**config.mk**
```make
export PLATFORM = sky130hd
export DESIGN_NAME = fdtc_tx_conditioner
export DESIGN_NICKNAME = d
export VERILOG_FILES = /design/src/core/fdtc_pkg.sv /design/src/core/fdtc_serializer.sv /design/src/core/fdtc_tx_conditioner.sv
export SDC_FILE = /design/constraint.sdc
export NUM_CORES = 1
export LEC_CHECK = 0
export CELL_PAD_IN_SITES_DETAIL_PLACEMENT = 1
export CELL_PAD_IN_SITES_GLOBAL_PLACEMENT = 2
export CORE_MARGIN = 1.5
export CORE_UTILIZATION = 35
export DETAILED_ROUTE_END_ITERATION = 6
export DONT_BUFFER_PORTS = 1
export GPL_ROUTABILITY_DRIVEN = 1
export PLACE_DENSITY_LB_ADDON = 0.1
export REMOVE_ABC_BUFFERS = 1
export SLEW_MARGIN = 20
export SYNTH_ARGS = -nofsm -noshare
export SYNTH_HDL_FRONTEND = slang
export SYNTH_HIERARCHICAL = 1
export SYNTH_SLANG_ARGS = --single-unit
export TNS_END_PERCENT = 1
```
**constraint.sdc**
```tcl
create_clock -name sys_clk -period 3.96 [get_ports sys_clk]
set_clock_uncertainty 0.15 [all_clocks]
set_input_delay 0.198 -clock sys_clk [delete_from_list [all_inputs] [get_ports sys_clk]]
set_output_delay 0.198 -clock sys_clk [all_outputs]
set_load 0.05 [all_outputs]
```
**src/core/fdtc_pkg.sv**
```systemverilog
// Constants, types and helpers shared by the FDDI transmit conditioner
package fdtc_pkg;
  localparam int         FDTC_SYM_W      = 5;
  localparam int         FDTC_PAIR_W     = 10;
  localparam int         FDTC_ADDR_W     = 8;
  localparam int         FDTC_TM_W       = 3;
  localparam int         FDTC_IC_W       = 2;
  localparam int         FDTC_THR_W      = 8;
  localparam logic [3:0] FDTC_SLOT_FIRST = 4'h0;
  localparam logic [3:0] FDTC_SLOT_REDO  = 4'h1;
  localparam logic [3:0] FDTC_SLOT_LAST  = 4'h9;

  // Line symbols in 5B code
  localparam logic [4:0] FDTC_SYM_I = 5'h1f;
  localparam logic [4:0] FDTC_SYM_J = 5'h18;
  localparam logic [4:0] FDTC_SYM_K = 5'h11;
  localparam logic [4:0] FDTC_SYM_T = 5'h0d;
  localparam logic [4:0] FDTC_SYM_R = 5'h07;
  localparam logic [4:0] FDTC_SYM_S = 5'h19;
  localparam logic [4:0] FDTC_SYM_H = 5'h04;
  localparam logic [4:0] FDTC_SYM_Q = 5'h00;

  localparam logic [3:0] FDTC_PRE_TARGET = 4'h7;
  localparam logic [3:0] FDTC_PRE_SAT    = 4'hf;
  localparam logic [7:0] FDTC_INJ_SAT    = 8'hff;
  localparam logic [7:0] FDTC_INJ_ONE    = 8'h01;

  // Register byte offsets
  localparam logic [7:0] FDTC_OFS_TXSTATE = 8'h00;
  localparam logic [7:0] FDTC_OFS_INJCTL  = 8'h04;
  localparam logic [7:0] FDTC_OFS_THRESH  = 8'h08;
  localparam logic [7:0] FDTC_OFS_INJA    = 8'h0c;
  localparam logic [7:0] FDTC_OFS_INJB    = 8'h10;
  localparam logic [7:0] FDTC_OFS_MODE    = 8'h14;
  localparam logic [7:0] FDTC_OFS_STATUS  = 8'h18;

  // Field positions
  localparam int FDTC_TM_LSB      = 0;
  localparam int FDTC_IC_LSB      = 0;
  localparam int FDTC_SE_BIT      = 0;
  localparam int FDTC_PLAIN_BIT   = 6;
  localparam int FDTC_ST_RF_LSB   = 0;
  localparam int FDTC_ST_CNT_LSB  = 4;
  localparam int FDTC_ST_TM_LSB   = 8;
  localparam int FDTC_ST_IC_LSB   = 12;

  typedef enum logic [2:0] {
    FDTC_TM_ACTIVE = 3'h0, FDTC_TM_OFF = 3'h1, FDTC_TM_IDLE = 3'h2, FDTC_TM_MASTER = 3'h3,
    FDTC_TM_QUIET = 3'h4, FDTC_TM_RSVD = 3'h5, FDTC_TM_HALT = 3'h6, FDTC_TM_RSVD2 = 3'h7
  } fdtc_tm_t;

  typedef enum logic [1:0] {
    FDTC_IC_NONE = 2'h0, FDTC_IC_ONESHOT = 2'h1, FDTC_IC_PERIODIC = 2'h2, FDTC_IC_CONT = 2'h3
  } fdtc_ic_t;

  // Gray order along idle -> repeat -> end -> halt
  typedef enum logic [1:0] {
    FDTC_RF_IDLE = 2'h0, FDTC_RF_REPEAT = 2'h1, FDTC_RF_END = 2'h3, FDTC_RF_HALT = 2'h2
  } fdtc_rf_t;

  localparam fdtc_tm_t   FDTC_TM_RST    = FDTC_TM_OFF;
  localparam fdtc_ic_t   FDTC_IC_RST    = FDTC_IC_NONE;
  localparam logic       FDTC_SE_RST    = 1'b1;
  localparam logic       FDTC_PLAIN_RST = 1'b0;

  typedef struct packed {
    logic [3:0]             slot;
    logic                   redo;
    fdtc_rf_t               rf_st;
    logic [3:0]             pre_cnt;
    logic                   ext_done;
    logic                   del_done;
    logic [FDTC_THR_W-1:0]  inj_cnt;
    logic                   shot_done;
    fdtc_tm_t               tm_act;
    fdtc_ic_t               ic_act;
    logic [FDTC_PAIR_W-1:0] pair;
    logic                   pair_on;
    fdtc_tm_t               tm_reg;
    fdtc_ic_t               ic_reg;
    logic [FDTC_THR_W-1:0]  thr;
    logic [FDTC_SYM_W-1:0]  inja;
    logic [FDTC_SYM_W-1:0]  injb;
    logic                   se;
    logic                   plain;
    logic [31:0]            prdata;
  } fdtc_state_t;

  localparam fdtc_state_t FDTC_STATE_RST = '{tm_act: FDTC_TM_RST, tm_reg: FDTC_TM_RST, ic_act: FDTC_IC_RST,
                                             ic_reg: FDTC_IC_RST, rf_st: FDTC_RF_IDLE, shot_done: 1'b1,
                                             se: FDTC_SE_RST, plain: FDTC_PLAIN_RST, default: '0};

  function automatic logic fdtc_sym_ok(input logic [4:0] s);
    return (s inside {5'h1e, 5'h09, 5'h14, 5'h15, 5'h0a, 5'h0b, 5'h0e, 5'h0f,
                      5'h12, 5'h13, 5'h16, 5'h17, 5'h1a, 5'h1b, 5'h1c, 5'h1d}) ||
           (s inside {FDTC_SYM_I, FDTC_SYM_J, FDTC_SYM_K, FDTC_SYM_T, FDTC_SYM_R, FDTC_SYM_S,
                      FDTC_SYM_H, FDTC_SYM_Q});
  endfunction

  function automatic logic fdtc_mapped(input logic [7:0] a);
    return a inside {FDTC_OFS_TXSTATE, FDTC_OFS_INJCTL, FDTC_OFS_THRESH, FDTC_OFS_INJA,
                     FDTC_OFS_INJB, FDTC_OFS_MODE, FDTC_OFS_STATUS};
  endfunction
endpackage

```
**src/core/fdtc_serializer.sv**
```systemverilog
// Symbol-pair shift register with optional NRZI line coding
`timescale 1ns/1ps
module fdtc_serializer
  import fdtc_pkg::*;
(
  input  wire logic                   sys_clk,
  input  wire logic                   sys_rst,
  input  wire logic                   local_byte_clock,
  input  wire logic [FDTC_PAIR_W-1:0] pair,
  input  wire logic                   pair_on,
  input  wire logic                   plain_serial_select,
  output logic                        tx_serial_data,
  output logic                        pmd_tx_enable
);
  typedef struct packed {
    logic [FDTC_PAIR_W-1:0] sh;
    logic                   lvl;
    logic                   en;
  } fdtc_ser_t;

  fdtc_ser_t s;
  fdtc_ser_t n;
  logic      bit_now;

  // The bit clock is sys_clk itself; one pair lasts exactly ten of its cycles
  always_comb begin
    n = s;
    if (local_byte_clock) begin
      n.sh = pair;
      n.en = pair_on;
    end else begin
      n.sh = {s.sh[FDTC_PAIR_W-2:0], 1'b0};
    end
    bit_now = n.sh[FDTC_PAIR_W-1];
    if (plain_serial_select) begin
      n.lvl = bit_now;
    end else begin
      n.lvl = s.lvl ^ bit_now;
    end
  end

  always_ff @(posedge sys_clk or posedge sys_rst) begin
    if (sys_rst) begin
      s <= '0;
    end else begin
      s <= n;
    end
  end

  assign tx_serial_data = s.lvl;
  assign pmd_tx_enable  = s.en;
endmodule

```
**src/core/fdtc_tx_conditioner.sv**
```systemverilog
// FDDI transmit conditioner: repeat filter, smoother, line states, injection, serial out
//
// The implementer's own choices: the APB interface to the registers and the register addresses.
`timescale 1ns/1ps
module fdtc_tx_conditioner
  import fdtc_pkg::*;
(
  input  wire logic                   sys_clk,
  input  wire logic                   sys_rst,
  input  wire logic                   psel,
  input  wire logic                   penable,
  input  wire logic                   pwrite,
  input  wire logic [FDTC_ADDR_W-1:0] paddr,
  input  wire logic [31:0]            pwdata,
  output logic [31:0]                 prdata,
  output logic                        pready,
  output logic                        pslverr,
  input  wire logic                   in_valid,
  input  wire logic [FDTC_SYM_W-1:0]  in_sym_a,
  input  wire logic [FDTC_SYM_W-1:0]  in_sym_b,
  output logic                        in_ready,
  output logic                        tx_serial_data,
  output logic                        pmd_tx_enable
);
  localparam logic [FDTC_PAIR_W-1:0] PAIR_II = {FDTC_SYM_I, FDTC_SYM_I};
  localparam logic [FDTC_PAIR_W-1:0] PAIR_JK = {FDTC_SYM_J, FDTC_SYM_K};
  localparam logic [FDTC_PAIR_W-1:0] PAIR_HH = {FDTC_SYM_H, FDTC_SYM_H};
  localparam logic [FDTC_PAIR_W-1:0] PAIR_QQ = {FDTC_SYM_Q, FDTC_SYM_Q};
  localparam logic [FDTC_PAIR_W-1:0] PAIR_HQ = {FDTC_SYM_H, FDTC_SYM_Q};

  fdtc_state_t            s;
  fdtc_state_t            n;
  logic                   first;
  logic                   take;
  logic [FDTC_SYM_W-1:0]  sa;
  logic [FDTC_SYM_W-1:0]  sb;
  logic                   is_jk;
  logic                   has_i;
  logic                   has_t;
  logic                   has_rs;
  logic                   viol;
  fdtc_rf_t               rf_nxt;
  logic [FDTC_PAIR_W-1:0] rf_out;
  logic [FDTC_PAIR_W-1:0] sm_out;
  logic [FDTC_PAIR_W-1:0] lsg;
  logic                   smooth;
  logic                   ext_now;
  logic                   del_now;
  logic                   out_jk;
  logic                   inj_hit;
  logic                   acc;
  logic                   mapped;

  function automatic logic [31:0] rd_word(input logic [FDTC_ADDR_W-1:0] a);
    logic [31:0] w;
    w = '0;
    case (a)
      FDTC_OFS_TXSTATE: w[FDTC_TM_LSB +: FDTC_TM_W] = s.tm_reg;
      FDTC_OFS_INJCTL:  w[FDTC_IC_LSB +: FDTC_IC_W] = s.ic_reg;
      FDTC_OFS_THRESH:  w[FDTC_THR_W-1:0] = s.thr;
      FDTC_OFS_INJA:    w[FDTC_SYM_W-1:0] = s.inja;
      FDTC_OFS_INJB:    w[FDTC_SYM_W-1:0] = s.injb;
      FDTC_OFS_MODE: begin
        w[FDTC_SE_BIT]    = s.se;
        w[FDTC_PLAIN_BIT] = s.plain;
      end
      FDTC_OFS_STATUS: begin
        w[FDTC_ST_RF_LSB +: 2]          = s.rf_st;
        w[FDTC_ST_CNT_LSB +: 4]         = s.pre_cnt;
        w[FDTC_ST_TM_LSB +: FDTC_TM_W]  = s.tm_act;
        w[FDTC_ST_IC_LSB +: FDTC_IC_W]  = s.ic_act;
      end
      default: w = '0;
    endcase
    return w;
  endfunction

  always_comb begin
    n      = s;
    first  = (s.slot == FDTC_SLOT_FIRST);
    take   = first || ((s.slot == FDTC_SLOT_REDO) && s.redo);
    // A starved input is repeated as idle so the line never underruns
    sa     = in_valid ? in_sym_a : FDTC_SYM_I;
    sb     = in_valid ? in_sym_b : FDTC_SYM_I;
    is_jk  = ({sa, sb} == PAIR_JK);
    has_i  = (sa == FDTC_SYM_I) || (sb == FDTC_SYM_I);
    has_t  = (sa == FDTC_SYM_T) || (sb == FDTC_SYM_T);
    has_rs = (sa inside {FDTC_SYM_R, FDTC_SYM_S}) || (sb inside {FDTC_SYM_R, FDTC_SYM_S});
    viol   = !(fdtc_sym_ok(sa) && fdtc_sym_ok(sb));

    rf_nxt = s.rf_st;
    rf_out = {sa, sb};
    if (is_jk) begin
      rf_nxt = FDTC_RF_REPEAT;
    end else if (has_i) begin
      rf_nxt = FDTC_RF_IDLE;
      rf_out = PAIR_II;
    end else begin
      case (s.rf_st)
        FDTC_RF_IDLE: rf_out = PAIR_II;
        FDTC_RF_REPEAT: begin
          if (viol || has_rs) begin
            rf_nxt = FDTC_RF_HALT;
            rf_out = PAIR_HH;
          end else if (has_t) begin
            rf_nxt = FDTC_RF_END;
          end
        end
        FDTC_RF_END: begin
          if (viol) begin
            rf_nxt = FDTC_RF_HALT;
            rf_out = PAIR_HH;
          end
        end
        FDTC_RF_HALT: begin
          rf_nxt = FDTC_RF_IDLE;
          rf_out = PAIR_HH;
        end
        default: begin
          rf_nxt = FDTC_RF_IDLE;
          rf_out = PAIR_II;
        end
      endcase
    end

    smooth  = s.se && (s.tm_act == FDTC_TM_ACTIVE);
    ext_now = first && smooth && is_jk && (s.pre_cnt < FDTC_PRE_TARGET) && !s.ext_done;
    del_now = first && smooth && (rf_out == PAIR_II) && (s.pre_cnt >= FDTC_PRE_TARGET) && !s.del_done;
    sm_out  = ext_now ? PAIR_II : rf_out;

    case (s.tm_act)
      FDTC_TM_ACTIVE: lsg = sm_out;
      FDTC_TM_IDLE:   lsg = PAIR_II;
      FDTC_TM_MASTER: lsg = PAIR_HQ;
      FDTC_TM_HALT:   lsg = PAIR_HH;
      FDTC_TM_OFF:    lsg = PAIR_QQ;
      FDTC_TM_QUIET:  lsg = PAIR_QQ;
      default:        lsg = PAIR_QQ;
    endcase

    out_jk = (lsg == PAIR_JK);
    case (s.ic_act)
      FDTC_IC_ONESHOT: begin
        if (out_jk) begin
          inj_hit = ~|s.thr;
        end else begin
          inj_hit = !s.shot_done && (|s.thr) && (s.inj_cnt == s.thr);
        end
      end
      // A count carried over from another mode must not hold off the first hit
      FDTC_IC_PERIODIC: inj_hit = (s.inj_cnt >= s.thr);
      FDTC_IC_CONT:     inj_hit = 1'b1;
      default:          inj_hit = 1'b0;
    endcase

    in_ready = take && !ext_now;

    if (take) begin
      if (!ext_now) begin
        n.rf_st = rf_nxt;
      end
      if (del_now) begin
        // The dropped idle pair is replaced by the next input pair in slot one
        n.redo     = 1'b1;
        n.del_done = 1'b1;
      end else begin
        n.redo    = 1'b0;
        n.pair    = inj_hit ? {s.inja, s.injb} : lsg;
        n.pair_on = (s.tm_act != FDTC_TM_OFF);
        if (sm_out == PAIR_II) begin
          n.pre_cnt = (s.pre_cnt == FDTC_PRE_SAT) ? s.pre_cnt : 4'(s.pre_cnt + 4'h1);
        end else begin
          n.pre_cnt  = '0;
          n.ext_done = 1'b0;
          n.del_done = 1'b0;
        end
        if (ext_now) begin
          n.ext_done = 1'b1;
        end
        case (s.ic_act)
          FDTC_IC_ONESHOT: begin
            if (out_jk) begin
              n.inj_cnt   = FDTC_INJ_ONE;
              n.shot_done = inj_hit;
            end else begin
              n.inj_cnt   = (s.inj_cnt == FDTC_INJ_SAT) ? s.inj_cnt : 8'(s.inj_cnt + FDTC_INJ_ONE);
              n.shot_done = s.shot_done || inj_hit;
            end
          end
          FDTC_IC_PERIODIC: n.inj_cnt = inj_hit ? '0 : 8'(s.inj_cnt + FDTC_INJ_ONE);
          default:          n.inj_cnt = '0;
        endcase
      end
    end

    n.slot = (s.slot == FDTC_SLOT_LAST) ? FDTC_SLOT_FIRST : 4'(s.slot + 4'h1);
    if (s.slot == FDTC_SLOT_LAST) begin
      n.tm_act = s.tm_reg;
      n.ic_act = s.ic_reg;
    end

    acc    = psel && penable;
    mapped = fdtc_mapped(paddr);
    if (acc && pwrite) begin
      case (paddr)
        FDTC_OFS_TXSTATE: n.tm_reg = fdtc_tm_t'(pwdata[FDTC_TM_LSB +: FDTC_TM_W]);
        FDTC_OFS_INJCTL:  n.ic_reg = fdtc_ic_t'(pwdata[FDTC_IC_LSB +: FDTC_IC_W]);
        FDTC_OFS_THRESH:  n.thr    = pwdata[FDTC_THR_W-1:0];
        FDTC_OFS_INJA:    n.inja   = pwdata[FDTC_SYM_W-1:0];
        FDTC_OFS_INJB:    n.injb   = pwdata[FDTC_SYM_W-1:0];
        FDTC_OFS_MODE: begin
          n.se    = pwdata[FDTC_SE_BIT];
          n.plain = pwdata[FDTC_PLAIN_BIT];
        end
        default: n.se = s.se;
      endcase
    end
    // Read data is latched in the setup phase so the access phase needs no wait state
    if (psel && !penable) begin
      n.prdata = rd_word(paddr);
    end
  end

  always_ff @(posedge sys_clk or posedge sys_rst) begin
    if (sys_rst) begin
      s <= FDTC_STATE_RST;
    end else begin
      s <= n;
    end
  end

  assign prdata  = s.prdata;
  assign pready  = 1'b1;
  assign pslverr = acc && !mapped;

  fdtc_serializer u_ser (
    .sys_clk             (sys_clk),
    .sys_rst             (sys_rst),
    .local_byte_clock    (s.slot == FDTC_SLOT_LAST),
    .pair                (s.pair),
    .pair_on             (s.pair_on),
    .plain_serial_select (s.plain),
    .tx_serial_data      (tx_serial_data),
    .pmd_tx_enable       (pmd_tx_enable)
  );
endmodule

```
==> results.sh <==
export IMPL_antenna_left=0
export IMPL_synth_area_um2=5400
export IMPL_pwr_share_clk_pct=35.7
export IMPL_post_cts_buffers=0
export IMPL_endpoint_kind="register"
export IMPL_vias_per_cell=5.35
export IMPL_num_rows=45
export IMPL_drc=0
export IMPL_mostFrequentLayoutCells="dfrtp_1 (83), nand2_1 (66), o21ai_0 (46)"
export IMPL_io_buffers=0
export IMPL_seq_area_um2=2180
export IMPL_dr_total_vias=4064
export IMPL_ctsResizeCount=0
export IMPL_worst_pin_slew_ps=961
export IMPL_setup_viol=0
export IMPL_r2r_slack_ps=500
export IMPL_drv_slew=0
export IMPL_yosys_area_top_type="dfrtp_1"
export IMPL_fp_dieW_um=127
export IMPL_ys_flop_type="dfrtp_1"
export IMPL_grt_pass1_vias=4253
export IMPL_hpwl_um=10900
export IMPL_fin_setup_tns_ps=0
export IMPL_max_freq_mhz=289
export IMPL_switching_share_pct=30.8
export IMPL_gp_congestion=0.796
export IMPL_synthArstFlopShare_pct=100
export IMPL_ys_types=78
export IMPL_required_ps=4040
export IMPL_coreArea_um2=15100
export IMPL_cts_tree="done"
export IMPL_fin_crit_ps=3460
export IMPL_fin_nets=641
export IMPL_clockBufferDepth=2
export IMPL_io_pins=93
export IMPL_p_leak_nw=2.63
export IMPL_ir_worst_vdd_mv=0.217
export IMPL_first_pass_iters=4
export IMPL_dp_slack_ps=465
export IMPL_drive_above_1_share_pct=15.8
export IMPL_diodes=0
export IMPL_fillCellCount=1730
export IMPL_ys_warn_count=6
export IMPL_power_switching_uw=749
export IMPL_ff2ff_path_depth=11
export IMPL_reg2reg_from="s[88]$_DFFE_PP0P_"
export IMPL_holdCritPathClass="in2reg"
export IMPL_fin_crit_sh_pct=87.4
export IMPL_area_growth_pct=8.02
export IMPL_critPathKind="reg2reg"
export IMPL_die_area_um2=16200
export IMPL_grt_ovfl_total=0
export IMPL_power_frac_seq_pct=43.1
export IMPL_htree_levels=3
export IMPL_ys_top_cells_by_area="dfrtp_1 (38%), mux2_2 (5.4%), buf_4 (5.0%)"
export IMPL_power_per_cell_area_nw_per_um2=416
export IMPL_synth_edf_count=0
export IMPL_startpoint_type="register"
export IMPL_clk_latency_ps=350
export IMPL_grt_first_pass_wirelength_um=23300
export IMPL_pwr_share_comb_pct=21.3
export IMPL_critPathArrivalTime_ps=3540
export IMPL_fin_hold_ws_ps=30.7
export IMPL_multiInputGateArea_um2=2820
export IMPL_final_setup_worst_slack_ps=499
export IMPL_cap_violations=0
export IMPL_cp_endpoint="s[65]$_DFFE_PP0P_"
export IMPL_die_h_um=127
export IMPL_ys_seq_area_share_pct=40.4
export IMPL_rsz0062_at_grt="false"
export IMPL_fin_util_pct=38.5
export IMPL_antenna_found_initial=0
export IMPL_cts_root_buf="clkbuf_16"
export IMPL_r2r_end="s[65]$_DFFE_PP0P_"
export IMPL_cp_startpoint="s[88]$_DFFE_PP0P_"
export IMPL_wirelength_um=14200
export IMPL_power_mw=2.43
export IMPL_cts_num_sinks=87
export IMPL_slew_headroom_pct=35.7
export IMPL_ys_ff_latch=87
export IMPL_grt_max_degree=57
export IMPL_synthesis_instances=571
export IMPL_wl_per_cell_um=18.7
export IMPL_final_common_cell="dfrtp_1"
export IMPL_syn_avg_cell_area_um2=9.46
export IMPL_synth_top_area_share_pct=38.5
export IMPL_run_status="finished, final reports clean"
export IMPL_internal_power_mw=1.68
export IMPL_clkTransAtPathRegs_ps=60
export IMPL_drt_iter0_markers=182
export IMPL_crit_fanout=10
export IMPL_hold_violations=0
export IMPL_cts_made_buffers=9
export IMPL_start_util_pct=35.6
export IMPL_grt_usage_pct=18.6
==> through the flow <==
step / area (um^2) / std cells
after floorplan: 5100 / 534
after global placement: 5420 / 732
after detailed placement: 5420 / 732
after CTS: 5830 / 759
after global routing: 5830 / 759
final: 5830 / 759
==> worst max-delay path, cell delays in order, from the launching register on <==
cell	delay, ps
dfrtp_1	490
inv_1	140
ha_1	290
nor4b_1	320
buf_4	180
o2111a_1	220
or3b_4	420
o41a_1	430
o21ai_1	170
buf_4	200
mux2i_1	240
a21oi_1	90
==> layer usage <==
layer / GRT usage [%] / up-vias / wire length [um]
met5: 0 / - / 0
li1: - / 1971 / -
met4: 6.15 / 0 / 206
met3: 2.97 / 14 / 397
met1: 24.5 / 2025 / 6740
met2: 31.5 / 54 / 6860
==> how the worst min path moves through the flow <==
| stage | start | to | slack, ps | cells past startpoint |
|---|---|---|---|---|
| 6_report | paddr[2] | prdata[5]$_DFFE_PP0P_ | 30 | 3 |
| 5_1_grt | paddr[2] | prdata[5]$_DFFE_PP0P_ | 60 | 3 |
| 4_1_cts | paddr[2] | prdata[5]$_DFFE_PP0P_ | 20 | 3 |
| 3_5_place_dp | sys_rst | u_ser/s[10]$_DFF_PP0_ | -30 | 1 |
| 3_3_place_gp | sys_rst | u_ser/s[7]$_DFF_PP0_ | -40 | 1 |
| 2_1_floorplan | sys_rst | u_ser/pmd_tx_enable$_DFFE_PP0P_ | -100 | 1 |
==> power groups by stage <==
| stage | Sequential, mW | Combinational (mW) | Clock (mW) |
|---|---|---|---|
| after global placement | 1.06 | 0.496 | 0 |
| after floorplan | 1.03 | 0.397 | 0 |
| after global routing | 1.06 | 0.583 | 0.924 |
| final | 1.05 | 0.516 | 0.866 |
| after CTS | 1.05 | 0.523 | 0.893 |
| after detailed placement | 1.06 | 0.507 | 0 |
==> final cells by class <==
class,count,share of cell area [%]
Inverter,28,1.85
Clock buffer,11,4.16
Sequential cell,87,37.4
Multi-Input combinational cell,419,48.4
Clock inverter,5,0.965
Timing Repair Buffer,21,3.18
Tap cell,188,4.03
==> registers in the layout, indices dropped and copies added (netlist names) <==
register / cells
u_ser/s: 9
u_ser/tx_serial_data: 1
s: 63
prdata: 13
u_ser/pmd_tx_enable: 1
==> synthesized netlist by cell type, types with 3 or more instances <==
cell type  instances
a31oi_1            3
nand2_1           66
dfrtp_1           83
and3_1             7
a21o_1             9
a221oi_1           3
or3_1              4
mux2_4             9
mux2_2            26
nand2b_1           5
inv_1             28
dfstp_2            4
nor2b_1            5
buf_4             36
and2_1             4
nor2_1            42
clkbuf_1          11
nor3_1             9
mux2i_1            7
ha_1              19
a21oi_1           27
nand3_1           13
a22o_1             3
buf_2              4
nand4_1            6
o31ai_1            6
o21a_1            12
o21ai_0           46
nand3b_1           5
a22oi_1            4
==> kinds of logic (layout without fill, tap and decap cells) <==
kind of cell	after synthesis	after routing	share of synthesized area [%]
and+or+nand+nor	189	189	18.1
AOI/OAI and AO/OA	144	144	18.1
DFF	87	87	40.4
buffers and inverters	83	65	8.64
muxes	43	43	9.64
adders and majority gates	19	19	4.40
xor gates and xnor gates	4	4	0.649
other	2	20	0.139
==> repair_timing <==
action                                  4_1_cts  5_1_grt
hold endpoints to repair                     89        0
hold buffers                                 11        0
endpoints found under the setup margin        0        0
Note: power is estimated with default switching activity, not from simulation.
